## config.mk

```make
export PLATFORM = sky130hd
export DESIGN_NAME = ccs_clock_sequencer
export DESIGN_NICKNAME = d
export VERILOG_FILES = /design/src/verilog/ccs_pkg.sv /design/src/verilog/ccs_clock_sequencer.sv
export VERILOG_INCLUDE_DIRS = /design/src /design/src/verilog
export SDC_FILE = /design/constraint.sdc
export NUM_CORES = 1
export LEC_CHECK = 0
export ABC_AREA = 1
export BUFFER_PORTS_ARGS = -buffer_cell sky130_fd_sc_hd__buf_2
export CORE_ASPECT_RATIO = 0.75
export CORE_MARGIN = 4
export CORE_UTILIZATION = 51
export DETAILED_ROUTE_END_ITERATION = 8
export PLACE_DENSITY = 0.78
export SKIP_LAST_GASP = 1
export SLEW_MARGIN = 10
export SYNTH_ARGS = -nofsm -noshare
export SYNTH_HDL_FRONTEND = slang
export SYNTH_SLANG_ARGS = --single-unit
```

## constraint.sdc

```tcl
create_clock -name mclk -period 2.6 [get_ports mclk]
set_input_delay 0 -clock mclk [delete_from_list [all_inputs] [get_ports mclk]]
set_output_delay 0 -clock mclk [all_outputs]
set_load 0.02 [all_outputs]
```

## src/verilog/ccs_map.svh

```systemverilog
// Register map, field positions, reset values and pattern memory widths for the
// clock sequencer. Assumes 32-bit APB with one register per aligned word.
`ifndef CCS_MAP_SVH
`define CCS_MAP_SVH

// ----------------------------------------
// Register byte offsets
// ----------------------------------------
`define CCS_CTRL_OFS 8'h00
`define CCS_LINE_LEN_OFS 8'h04
`define CCS_ROWS_OFS 8'h08
`define CCS_WIN_OFS 8'h0C
`define CCS_DIV_OFS 8'h10
`define CCS_STATUS_OFS 8'h14
`define CCS_COUNT_OFS 8'h18

// ----------------------------------------
// Field positions
// ----------------------------------------
`define CCS_CTRL_LOGIC_EN 0
`define CCS_WIN_HI_LSB 16

// ----------------------------------------
// Reset values
// ----------------------------------------
`define CCS_CTRL_RST 32'h0000_0000
`define CCS_LINE_LEN_RST 12'h100
`define CCS_ROWS_RST 12'h100
`define CCS_WIN_LO_RST 12'h000
`define CCS_WIN_HI_RST 12'h0FF
`define CCS_DIV_RST 8'h03

// ----------------------------------------
// Pattern memory layout
// ----------------------------------------
`define CCS_ADDR_W 8
`define CCS_STEP_W 6
`define CCS_PAT_W 16

`endif

```

## src/verilog/ccs_pkg.sv

```systemverilog
// Types shared by the clock sequencer: sequencer states, operation
// regions of the pattern memory and the pattern word layout.
package ccs_pkg;

  // ----------------------------------------
  // Sequencer state
  // ----------------------------------------
  typedef enum logic [2:0] {
    CCS_IDLE = 3'b000,
    CCS_LXFER = 3'b001,
    CCS_IXFER = 3'b010,
    CCS_LREAD = 3'b011,
    CCS_PREAD = 3'b100
  } ccs_state_t;

  // Pattern memory region, upper two address bits
  typedef enum logic [1:0] {
    CCS_REG_LXFER = 2'b00,
    CCS_REG_IXFER = 2'b01,
    CCS_REG_PIXEL = 2'b10,
    CCS_REG_SPARE = 2'b11
  } ccs_region_t;

  // ----------------------------------------
  // Pattern word, high level = strobe active
  // ----------------------------------------
  typedef struct packed {
    logic seq_end;
    logic clamp;
    logic sample;
    logic suppress;
    logic convert;
    logic [2:0] horiz;
    logic reset_pulse;
    logic [2:0] image;
    logic [2:0] store;
    logic spare;
  } ccs_pat_t;

endpackage

```

## src/verilog/ccs_clock_sequencer.sv

```systemverilog
// CCD clock sequencer: walks an external pattern memory to produce the
// image, storage and horizontal phase clocks and the sample/convert strobes.
// Assumes the pattern memory answers within one camera clock tick and that
// command inputs are synchronous to mclk.
`timescale 1ns/10ps
`include "ccs_map.svh"
`default_nettype none

module ccs_clock_sequencer
  import ccs_pkg::*;
#(
  parameter int CW = 12,
  parameter int DW = 8
)
(
  input wire logic mclk,
  input wire logic rst_n,
  input wire logic psel,
  input wire logic penable,
  input wire logic pwrite,
  input wire logic [7:0] paddr,
  input wire logic [31:0] pwdata,
  output logic [31:0] prdata,
  output logic pready,
  output logic pslverr,
  input wire logic line_xfer_cmd,
  input wire logic image_xfer_cmd,
  input wire logic line_read_cmd,
  input wire logic pixel_read_cmd,
  input wire logic converter_enable,
  input wire logic output_select,
  input wire logic [`CCS_PAT_W-1:0] pattern_data,
  output logic pattern_mem_select_n,
  output logic [`CCS_ADDR_W-1:0] pattern_addr,
  output logic cam_clk,
  output logic horiz_clk_en_n,
  output logic image_clk_en_n,
  output logic image_clk_en,
  output logic store_clk_en_n,
  output logic store_clk_en,
  output logic black_clamp_n,
  output logic intensity_sample_n,
  output logic input_suppress_n,
  output logic conv_start_n,
  output logic [2:0] horiz_phase,
  output logic output_reset_pulse,
  output logic [2:0] image_phase,
  output logic [2:0] store_phase,
  output logic busy,
  output logic digitise_window,
  output logic pixel_end_n,
  output logic data_mode,
  output logic logic_enable_n
);

  // ----------------------------------------
  // Elaboration checks
  // ----------------------------------------
  generate
    if (CW < 12 || CW > 16)
    begin : g_cw_bad
      $error("CW must be 12 to 16");
    end
    if (DW < 2 || DW > 16)
    begin : g_dw_bad
      $error("DW must be 2 to 16");
    end
  endgenerate

  // ----------------------------------------
  // Declarations
  // ----------------------------------------
  logic ctrl_en_q;
  logic [CW-1:0] line_len_q;
  logic [CW-1:0] rows_q;
  logic [CW-1:0] win_lo_q;
  logic [CW-1:0] win_hi_q;
  logic [DW-1:0] div_q;
  logic [DW-1:0] div_cnt_q;
  logic tick;
  ccs_state_t state_q;
  logic primed_q;
  logic [`CCS_STEP_W-1:0] step_q;
  ccs_region_t region_q;
  ccs_pat_t pat_q;
  ccs_pat_t pat_in;
  logic [CW-1:0] col_q;
  logic [CW-1:0] row_q;
  logic seq_done;
  logic multi_line_done;
  logic single_pixel_done;
  logic horiz_on;
  logic image_on;
  logic store_on;
  logic acc;
  logic wr_en;
  logic start;
  ccs_state_t start_op;
  logic [31:0] rd_word;
  logic rd_ok;

  assign pat_in = ccs_pat_t'(pattern_data);

  // ----------------------------------------
  // APB slave, one wait state
  // ----------------------------------------
  assign acc = psel && penable;
  assign wr_en = acc && pready && pwrite && rd_ok;

  always_comb
  begin
    rd_word = 32'h0000_0000;
    rd_ok = 1'b1;
    case (paddr)
      `CCS_CTRL_OFS: rd_word[`CCS_CTRL_LOGIC_EN] = ctrl_en_q;
      `CCS_LINE_LEN_OFS: rd_word[CW-1:0] = line_len_q;
      `CCS_ROWS_OFS: rd_word[CW-1:0] = rows_q;
      `CCS_WIN_OFS:
      begin
        rd_word[CW-1:0] = win_lo_q;
        rd_word[`CCS_WIN_HI_LSB +: CW] = win_hi_q;
      end
      `CCS_DIV_OFS: rd_word[DW-1:0] = div_q;
      `CCS_STATUS_OFS:
      begin
        rd_word[0] = busy;
        rd_word[3:1] = state_q;
        rd_word[4] = digitise_window;
        rd_word[5] = data_mode;
      end
      `CCS_COUNT_OFS:
      begin
        rd_word[CW-1:0] = col_q;
        rd_word[16 +: CW] = row_q;
      end
      default: rd_ok = 1'b0;
    endcase
  end

  always_ff @(posedge mclk)
  begin
    if (!rst_n)
    begin
      pready <= 1'b0;
      prdata <= 32'h0000_0000;
      pslverr <= 1'b0;
    end
    else if (acc && !pready)
    begin
      pready <= 1'b1;
      prdata <= pwrite ? 32'h0000_0000 : rd_word;
      pslverr <= !rd_ok;
    end
    else
    begin
      pready <= 1'b0;
      prdata <= 32'h0000_0000;
      pslverr <= 1'b0;
    end
  end

  // Writable registers; read-only offsets take no write
  always_ff @(posedge mclk)
  begin
    if (!rst_n)
    begin
      ctrl_en_q <= 1'(`CCS_CTRL_RST);
      line_len_q <= CW'(`CCS_LINE_LEN_RST);
      rows_q <= CW'(`CCS_ROWS_RST);
      win_lo_q <= CW'(`CCS_WIN_LO_RST);
      win_hi_q <= CW'(`CCS_WIN_HI_RST);
      div_q <= DW'(`CCS_DIV_RST);
    end
    else if (wr_en)
    begin
      case (paddr)
        `CCS_CTRL_OFS: ctrl_en_q <= pwdata[`CCS_CTRL_LOGIC_EN];
        `CCS_LINE_LEN_OFS: line_len_q <= pwdata[CW-1:0];
        `CCS_ROWS_OFS: rows_q <= pwdata[CW-1:0];
        `CCS_WIN_OFS:
        begin
          win_lo_q <= pwdata[CW-1:0];
          win_hi_q <= pwdata[`CCS_WIN_HI_LSB +: CW];
        end
        `CCS_DIV_OFS: div_q <= pwdata[DW-1:0];
        default: ctrl_en_q <= ctrl_en_q;
      endcase
    end
  end

  // ----------------------------------------
  // Camera clock divider
  // ----------------------------------------
  // Period is 2*(div+1) mclk; the tick paces the pattern walk
  assign tick = (div_cnt_q == '0);

  always_ff @(posedge mclk)
  begin
    if (!rst_n)
    begin
      div_cnt_q <= '0;
      cam_clk <= 1'b0;
    end
    else if (tick)
    begin
      div_cnt_q <= div_q;
      cam_clk <= !cam_clk;
    end
    else
    begin
      div_cnt_q <= div_cnt_q - 1'b1;
    end
  end

  // ----------------------------------------
  // Command acceptance
  // ----------------------------------------
  // Image transfer has priority, then line transfer, line read, pixel read
  always_comb
  begin
    start_op = CCS_IDLE;
    if (image_xfer_cmd)
      start_op = CCS_IXFER;
    else if (line_xfer_cmd)
      start_op = CCS_LXFER;
    else if (line_read_cmd)
      start_op = CCS_LREAD;
    else if (pixel_read_cmd)
      start_op = CCS_PREAD;
  end

  // Commands during busy are dropped, not queued
  assign start = (state_q == CCS_IDLE) && (start_op != CCS_IDLE);

  // ----------------------------------------
  // Raster limits
  // ----------------------------------------
  // A sequence ends when the end bit arrives in a fetched word
  assign seq_done = tick && primed_q && pat_in.seq_end;
  assign single_pixel_done = seq_done;

  always_comb
  begin
    multi_line_done = 1'b0;
    case (state_q)
      CCS_LXFER: multi_line_done = seq_done;
      CCS_PREAD: multi_line_done = seq_done;
      CCS_IXFER: multi_line_done = seq_done && (row_q + 1'b1 >= rows_q);
      CCS_LREAD: multi_line_done = seq_done && (col_q + 1'b1 >= line_len_q);
      default: multi_line_done = 1'b0;
    endcase
  end

  // ----------------------------------------
  // Sequencer
  // ----------------------------------------
  always_ff @(posedge mclk)
  begin
    if (!rst_n)
    begin
      state_q <= CCS_IDLE;
      region_q <= CCS_REG_LXFER;
      step_q <= '0;
      primed_q <= 1'b0;
    end
    else if (start)
    begin
      state_q <= start_op;
      step_q <= '0;
      primed_q <= 1'b0;
      case (start_op)
        CCS_IXFER: region_q <= CCS_REG_IXFER;
        CCS_LXFER: region_q <= CCS_REG_LXFER;
        default: region_q <= CCS_REG_PIXEL;
      endcase
    end
    else if (tick && state_q != CCS_IDLE)
    begin
      if (multi_line_done)
      begin
        state_q <= CCS_IDLE;
        step_q <= '0;
        primed_q <= 1'b0;
      end
      else if (seq_done)
      begin
        // Restart pattern; drop the first word fetched after the restart
        step_q <= '0;
        primed_q <= 1'b0;
      end
      else
      begin
        step_q <= step_q + 1'b1;
        primed_q <= 1'b1;
      end
    end
  end

  // Column follows the horizontal register; a line transfer refills it
  always_ff @(posedge mclk)
  begin
    if (!rst_n)
    begin
      col_q <= '0;
      row_q <= '0;
    end
    else if (start && start_op == CCS_LXFER)
    begin
      col_q <= '0;
    end
    else if (start && start_op == CCS_IXFER)
    begin
      row_q <= '0;
    end
    else if (seq_done)
    begin
      case (state_q)
        CCS_LREAD: col_q <= multi_line_done ? '0 : col_q + 1'b1;
        CCS_PREAD: col_q <= col_q + 1'b1;
        CCS_IXFER: row_q <= multi_line_done ? '0 : row_q + 1'b1;
        default: row_q <= row_q;
      endcase
    end
  end

  // ----------------------------------------
  // Pattern memory port
  // ----------------------------------------
  // Memory is deselected while idle to save power
  always_ff @(posedge mclk)
  begin
    if (!rst_n)
    begin
      pattern_mem_select_n <= 1'b1;
      pattern_addr <= '0;
      pat_q <= '0;
    end
    else
    begin
      pattern_mem_select_n <= (state_q == CCS_IDLE) && !start;
      pattern_addr <= {region_q, step_q};
      if (state_q == CCS_IDLE)
        pat_q <= '0;
      else if (tick)
        pat_q <= primed_q ? pat_in : '0;
    end
  end

  // ----------------------------------------
  // Area enables
  // ----------------------------------------
  assign horiz_on = (state_q == CCS_LREAD) || (state_q == CCS_PREAD);
  assign image_on = (state_q == CCS_IXFER);
  assign store_on = (state_q == CCS_IXFER) || (state_q == CCS_LXFER);

  always_ff @(posedge mclk)
  begin
    if (!rst_n)
    begin
      horiz_clk_en_n <= 1'b1;
      image_clk_en_n <= 1'b1;
      image_clk_en <= 1'b0;
      store_clk_en_n <= 1'b1;
      store_clk_en <= 1'b0;
    end
    else
    begin
      horiz_clk_en_n <= !horiz_on;
      image_clk_en_n <= !image_on;
      image_clk_en <= image_on;
      store_clk_en_n <= !store_on;
      store_clk_en <= store_on;
    end
  end

  // ----------------------------------------
  // Gated clocks and strobes
  // ----------------------------------------
  // Strobes are active low; gated-off means held high
  always_ff @(posedge mclk)
  begin
    if (!rst_n)
    begin
      black_clamp_n <= 1'b1;
      intensity_sample_n <= 1'b1;
      input_suppress_n <= 1'b1;
      conv_start_n <= 1'b1;
      horiz_phase <= 3'h0;
      output_reset_pulse <= 1'b0;
      image_phase <= 3'h0;
      store_phase <= 3'h0;
    end
    else
    begin
      black_clamp_n <= !(horiz_on && pat_q.clamp);
      intensity_sample_n <= !(horiz_on && pat_q.sample);
      input_suppress_n <= !(horiz_on && pat_q.suppress);
      conv_start_n <= !(horiz_on && converter_enable && pat_q.convert);
      horiz_phase <= horiz_on ? pat_q.horiz : 3'h0;
      output_reset_pulse <= horiz_on && pat_q.reset_pulse;
      image_phase <= image_on ? pat_q.image : 3'h0;
      store_phase <= store_on ? pat_q.store : 3'h0;
    end
  end

  // ----------------------------------------
  // Status outputs
  // ----------------------------------------
  always_ff @(posedge mclk)
  begin
    if (!rst_n)
    begin
      busy <= 1'b0;
      pixel_end_n <= 1'b1;
      digitise_window <= 1'b0;
      data_mode <= 1'b0;
      logic_enable_n <= 1'b1;
    end
    else
    begin
      busy <= (state_q != CCS_IDLE) || start;
      pixel_end_n <= !single_pixel_done;
      digitise_window <= horiz_on && (col_q >= win_lo_q) && (col_q <= win_hi_q);
      data_mode <= output_select;
      logic_enable_n <= !ctrl_en_q;
    end
  end

endmodule

`default_nettype wire

```

==> impl_metrics.toml <==
[cts]
clk_latency_ps = 440
cts_max_path_buffers = 2
cts_tree = "yes"
path_clk_slew_ps = 70
cts_buffers = 17
cts.sinks = 175
cts_root_buffer = "clkbuf_16"
ctsHtreeMaxLevel = 4

[logic_synthesis]
ys_seq_elements = 175
synth_area_um2 = 8127
synth-main-ff-cell = "dfxtp_1"
yosysWarnings = 0
seq_area_frac_synth = 0.4311
synth_edf_count = 0
async_flop_share = 0
syn_area_per_cell_um2 = 7.623
syn_inst = 1066
yosysUniqueCellTypes = 46

[timing]
relSlewSlack = 0.4789
hold_violations = 0
finalWorstSetupSlack_ps = -141.5
fin_crit_sh = 1.054
timing.fmax_mhz = 364.8
drv_slew = 0
holdWs_ps = 34.84
fin_skew_ps = 6.821
rsz0062_at_grt = "true"
min_period_ps = 2741
finalSetupViolCount = 27
tightest_slew_ps = 781.6

[setup_path]
path_common_cell = "nand2_1"
required_ps = 2930
slowest_delay_ps = 350
arrival_ps = 3070
crit_type = "flip-flop to flip-flop"
crit_chain = "buf_4, inv_1, nor3_2, buf_4, nand3_1, xor2_1, inv_1, ha_4, nand2_2, nor2_2, inv_1, nor2_1, nand2_1, nand2_1, nand2_1, nand2_1, nand2_2, nand2_8, nand2_8, nand3_1, a21oi_1"
startpoint_type = "flip-flop"
reg2regPathDepth = 21
worstPathMaxFanout = 6
endpoint_kind = "flip-flop"
cpMaxStageDelayCell = "dfxtp_2"

[placed_design]
gp_congestion = 0.9840
port_buffers = 117
hpwlAfterDp_um = 16860
dp_cells = 1406

[floorplan]
coreArea_um2 = 15420
rows = 39
start_util = 0.5270
die_x_um = 153.8
die_area_um2 = 18040
die_y_um = 117.3
pin_count = 135

[global_route]
antenna_found_initial = 2
grt_overflow = 0
grt_pass1_vias = 7664
grt_max_degree = 84
grt_pass1_wl_um = 39710
grt_usage = 0.2740

[power_and_ir_drop]
p_seq_frac = 0.450
power_switching_share = 0.2943
intPower_mw = 4.489
p_leak_nw = 4.618
power_per_cell_area_nw_per_um2 = 601.8
ir_drop_mv = 0.4131
combPwrFrac = 0.162
p_clk_frac = 0.388
power_switching_mw = 1.872

[finish]
drive_above_1_share = 0.2121
fin_cells = 1494
final_core_util = 0.6854
fillers = 1209
areaGrowthSynthToFinish_pct = 30.05
num-nets-final = 1393

[detailed_routing]
initialDrtViolationCount = 1041
wirelength_um = 24990
drc = 0
drtPass1Iterations = 6
post_drt_wl_per_cell_um = 16.73
ant_nets = 0
viasPerCell = 5.444
routed-via-count = 8134

[worst_hold_path]
hold_path_depth = 3
hold_path.class = "input pin to flip-flop"

[run]
maxCapViolCount = 0

[run_status]
status = "finished with violations"
failed_checks = "negative setup slack"
-- state kept, by name (all words and copies together) (netlist names), 2 cells and up --
register,count
horiz_phase,3
div_cnt_q,8
pat_q,14
pattern_addr,8
col_q,12
store_phase,3
row_q,12
win_hi_q,12
div_q,8
region_q,2
prdata,24
line_len_q,12
step_q,6
image_phase,3
win_lo_q,12
rows_q,12
state_q,3
-- per-stage QoR --
stage	instance area [um^2]	setup TNS (ps)	power [mW]	setup slack (ps)
floorplan	8158	0	3.542	17.86
global placement	9206	-2529	3.792	-117.3
detailed placement	9206	-5362	3.815	-219.1
CTS	10430	-1419	6.316	-99.18
global route	10570	-7953	6.602	-315.1
finish	10570	-2849	6.360	-141.5
-- layout make-up --
| type | count | area [um^2] | share of cell area |
|---|---|---|---|
| inverters | 151 | 579.3 | 0.05481 |
| clock inverters | 15 | 137.6 | 0.01302 |
| flip-flops and latches | 175 | 3516 | 0.3327 |
| repair buffers | 231 | 1564 | 0.1480 |
| diodes | 2 | 5.005 | 0.0004735 |
| clock buffers | 17 | 425.4 | 0.04025 |
| multi-input cells | 698 | 4085 | 0.3865 |
| well taps | 205 | 256.5 | 0.02427 |
-- power by group through the flow --
stage          logic [mW]  clock network [mW]  registers [mW]
2_1_floorplan       0.614                   0            2.93
3_3_place_gp        0.884                   0            2.91
3_5_place_dp        0.902                   0            2.91
4_1_cts             0.986                2.48            2.85
5_1_grt              1.13                2.60            2.87
6_report             1.03                2.47            2.86
-- placed cells by master (no fill, tap or decap), types with 8 or more instances in the layout --
cell type        n
nand2_1        182
dfxtp_1        169
inv_1          146
a21oi_1        129
buf_2          117
o21ai_0         71
nor2_1          69
buf_4           65
nand3_1         52
dlygate4sd3_1   49
ha_1            48
xor2_1          18
clkbuf_16       17
o22ai_1         15
nor3_1          10
nand4_1          8
o211ai_1         8
conb_1           8
-- critical path, delay by kind of cell, from the launching register on --
family                   cells  cell delay (ps)
AO/OA/AOI/OAI                1               60
XOR/XNOR                     1              170
flip-flops                   1              350
AND/OR/NAND/NOR             13             1210
buffers and inverters        5              540
adder cells (fa/ha/maj)      1              290
-- logic make-up (layout without fill, tap and decap cells) --
| group | after synthesis | count (layout) | share of synthesized area |
|---|---|---|---|
| XOR/XNOR | 25 | 25 | 0.02694 |
| flip-flops | 175 | 175 | 0.4311 |
| adder cells (fa/ha/maj) | 52 | 52 | 0.08006 |
| buffers and inverters | 201 | 414 | 0.1013 |
| AND/OR/NAND/NOR | 358 | 359 | 0.1897 |
| AO/OA/AOI/OAI | 254 | 254 | 0.1704 |
| other | 1 | 10 | 0.0004615 |
-- layer usage --
layer	GRT usage	wire, um	part of all wire	vias to the layer above
met4	0.1020	698	0.028	0
li1	-	-	-	3903
met2	0.4083	11040	0.44	427
met3	0.06664	2435	0.097	64
met5	0	0	0	-
met1	0.3851	10820	0.43	3740
-- synth_stat cells (5+ instances only) --
library cell  instances  area [um^2]
a21oi_1             135        675.7
buf_2                 5        25.02
buf_4                11        82.58
clkbuf_1             28        105.1
dfxtp_1             175         3503
ha_1                 52        650.6
inv_1               147        551.8
nand2_1             186        698.2
nand3_1              59        295.3
nand4_1               8        50.05
nor2_1               72        270.3
nor3_1               13        65.06
o211ai_1              8        60.06
o21ai_0              73        365.4
o22ai_1              15        93.84
xnor2_1               5        43.79
xor2_1               20        175.2
-- path summary, 6_finish.rpt --
| check | from | end | slack, ps |
|---|---|---|---|
| worst max-delay path | col_q[0] | col_q[4] | -140 |
| worst min register to register | pat_q[14] | black_clamp_n | 390 |
| worst min-delay path | paddr[2] | pslverr | 30 |
| worst max register to register | col_q[0] | col_q[4] | -140 |
-- timing repair --
action,4_1_cts,5_1_grt
buffers inserted,2,2
hold buffers,49,0
gates resized for setup,30,27
pin swaps,8,20
gates cloned,1,0
setup endpoints to repair,27,27
hold endpoints to repair,81,0
Note: power is estimated with default switching activity, not from simulation.
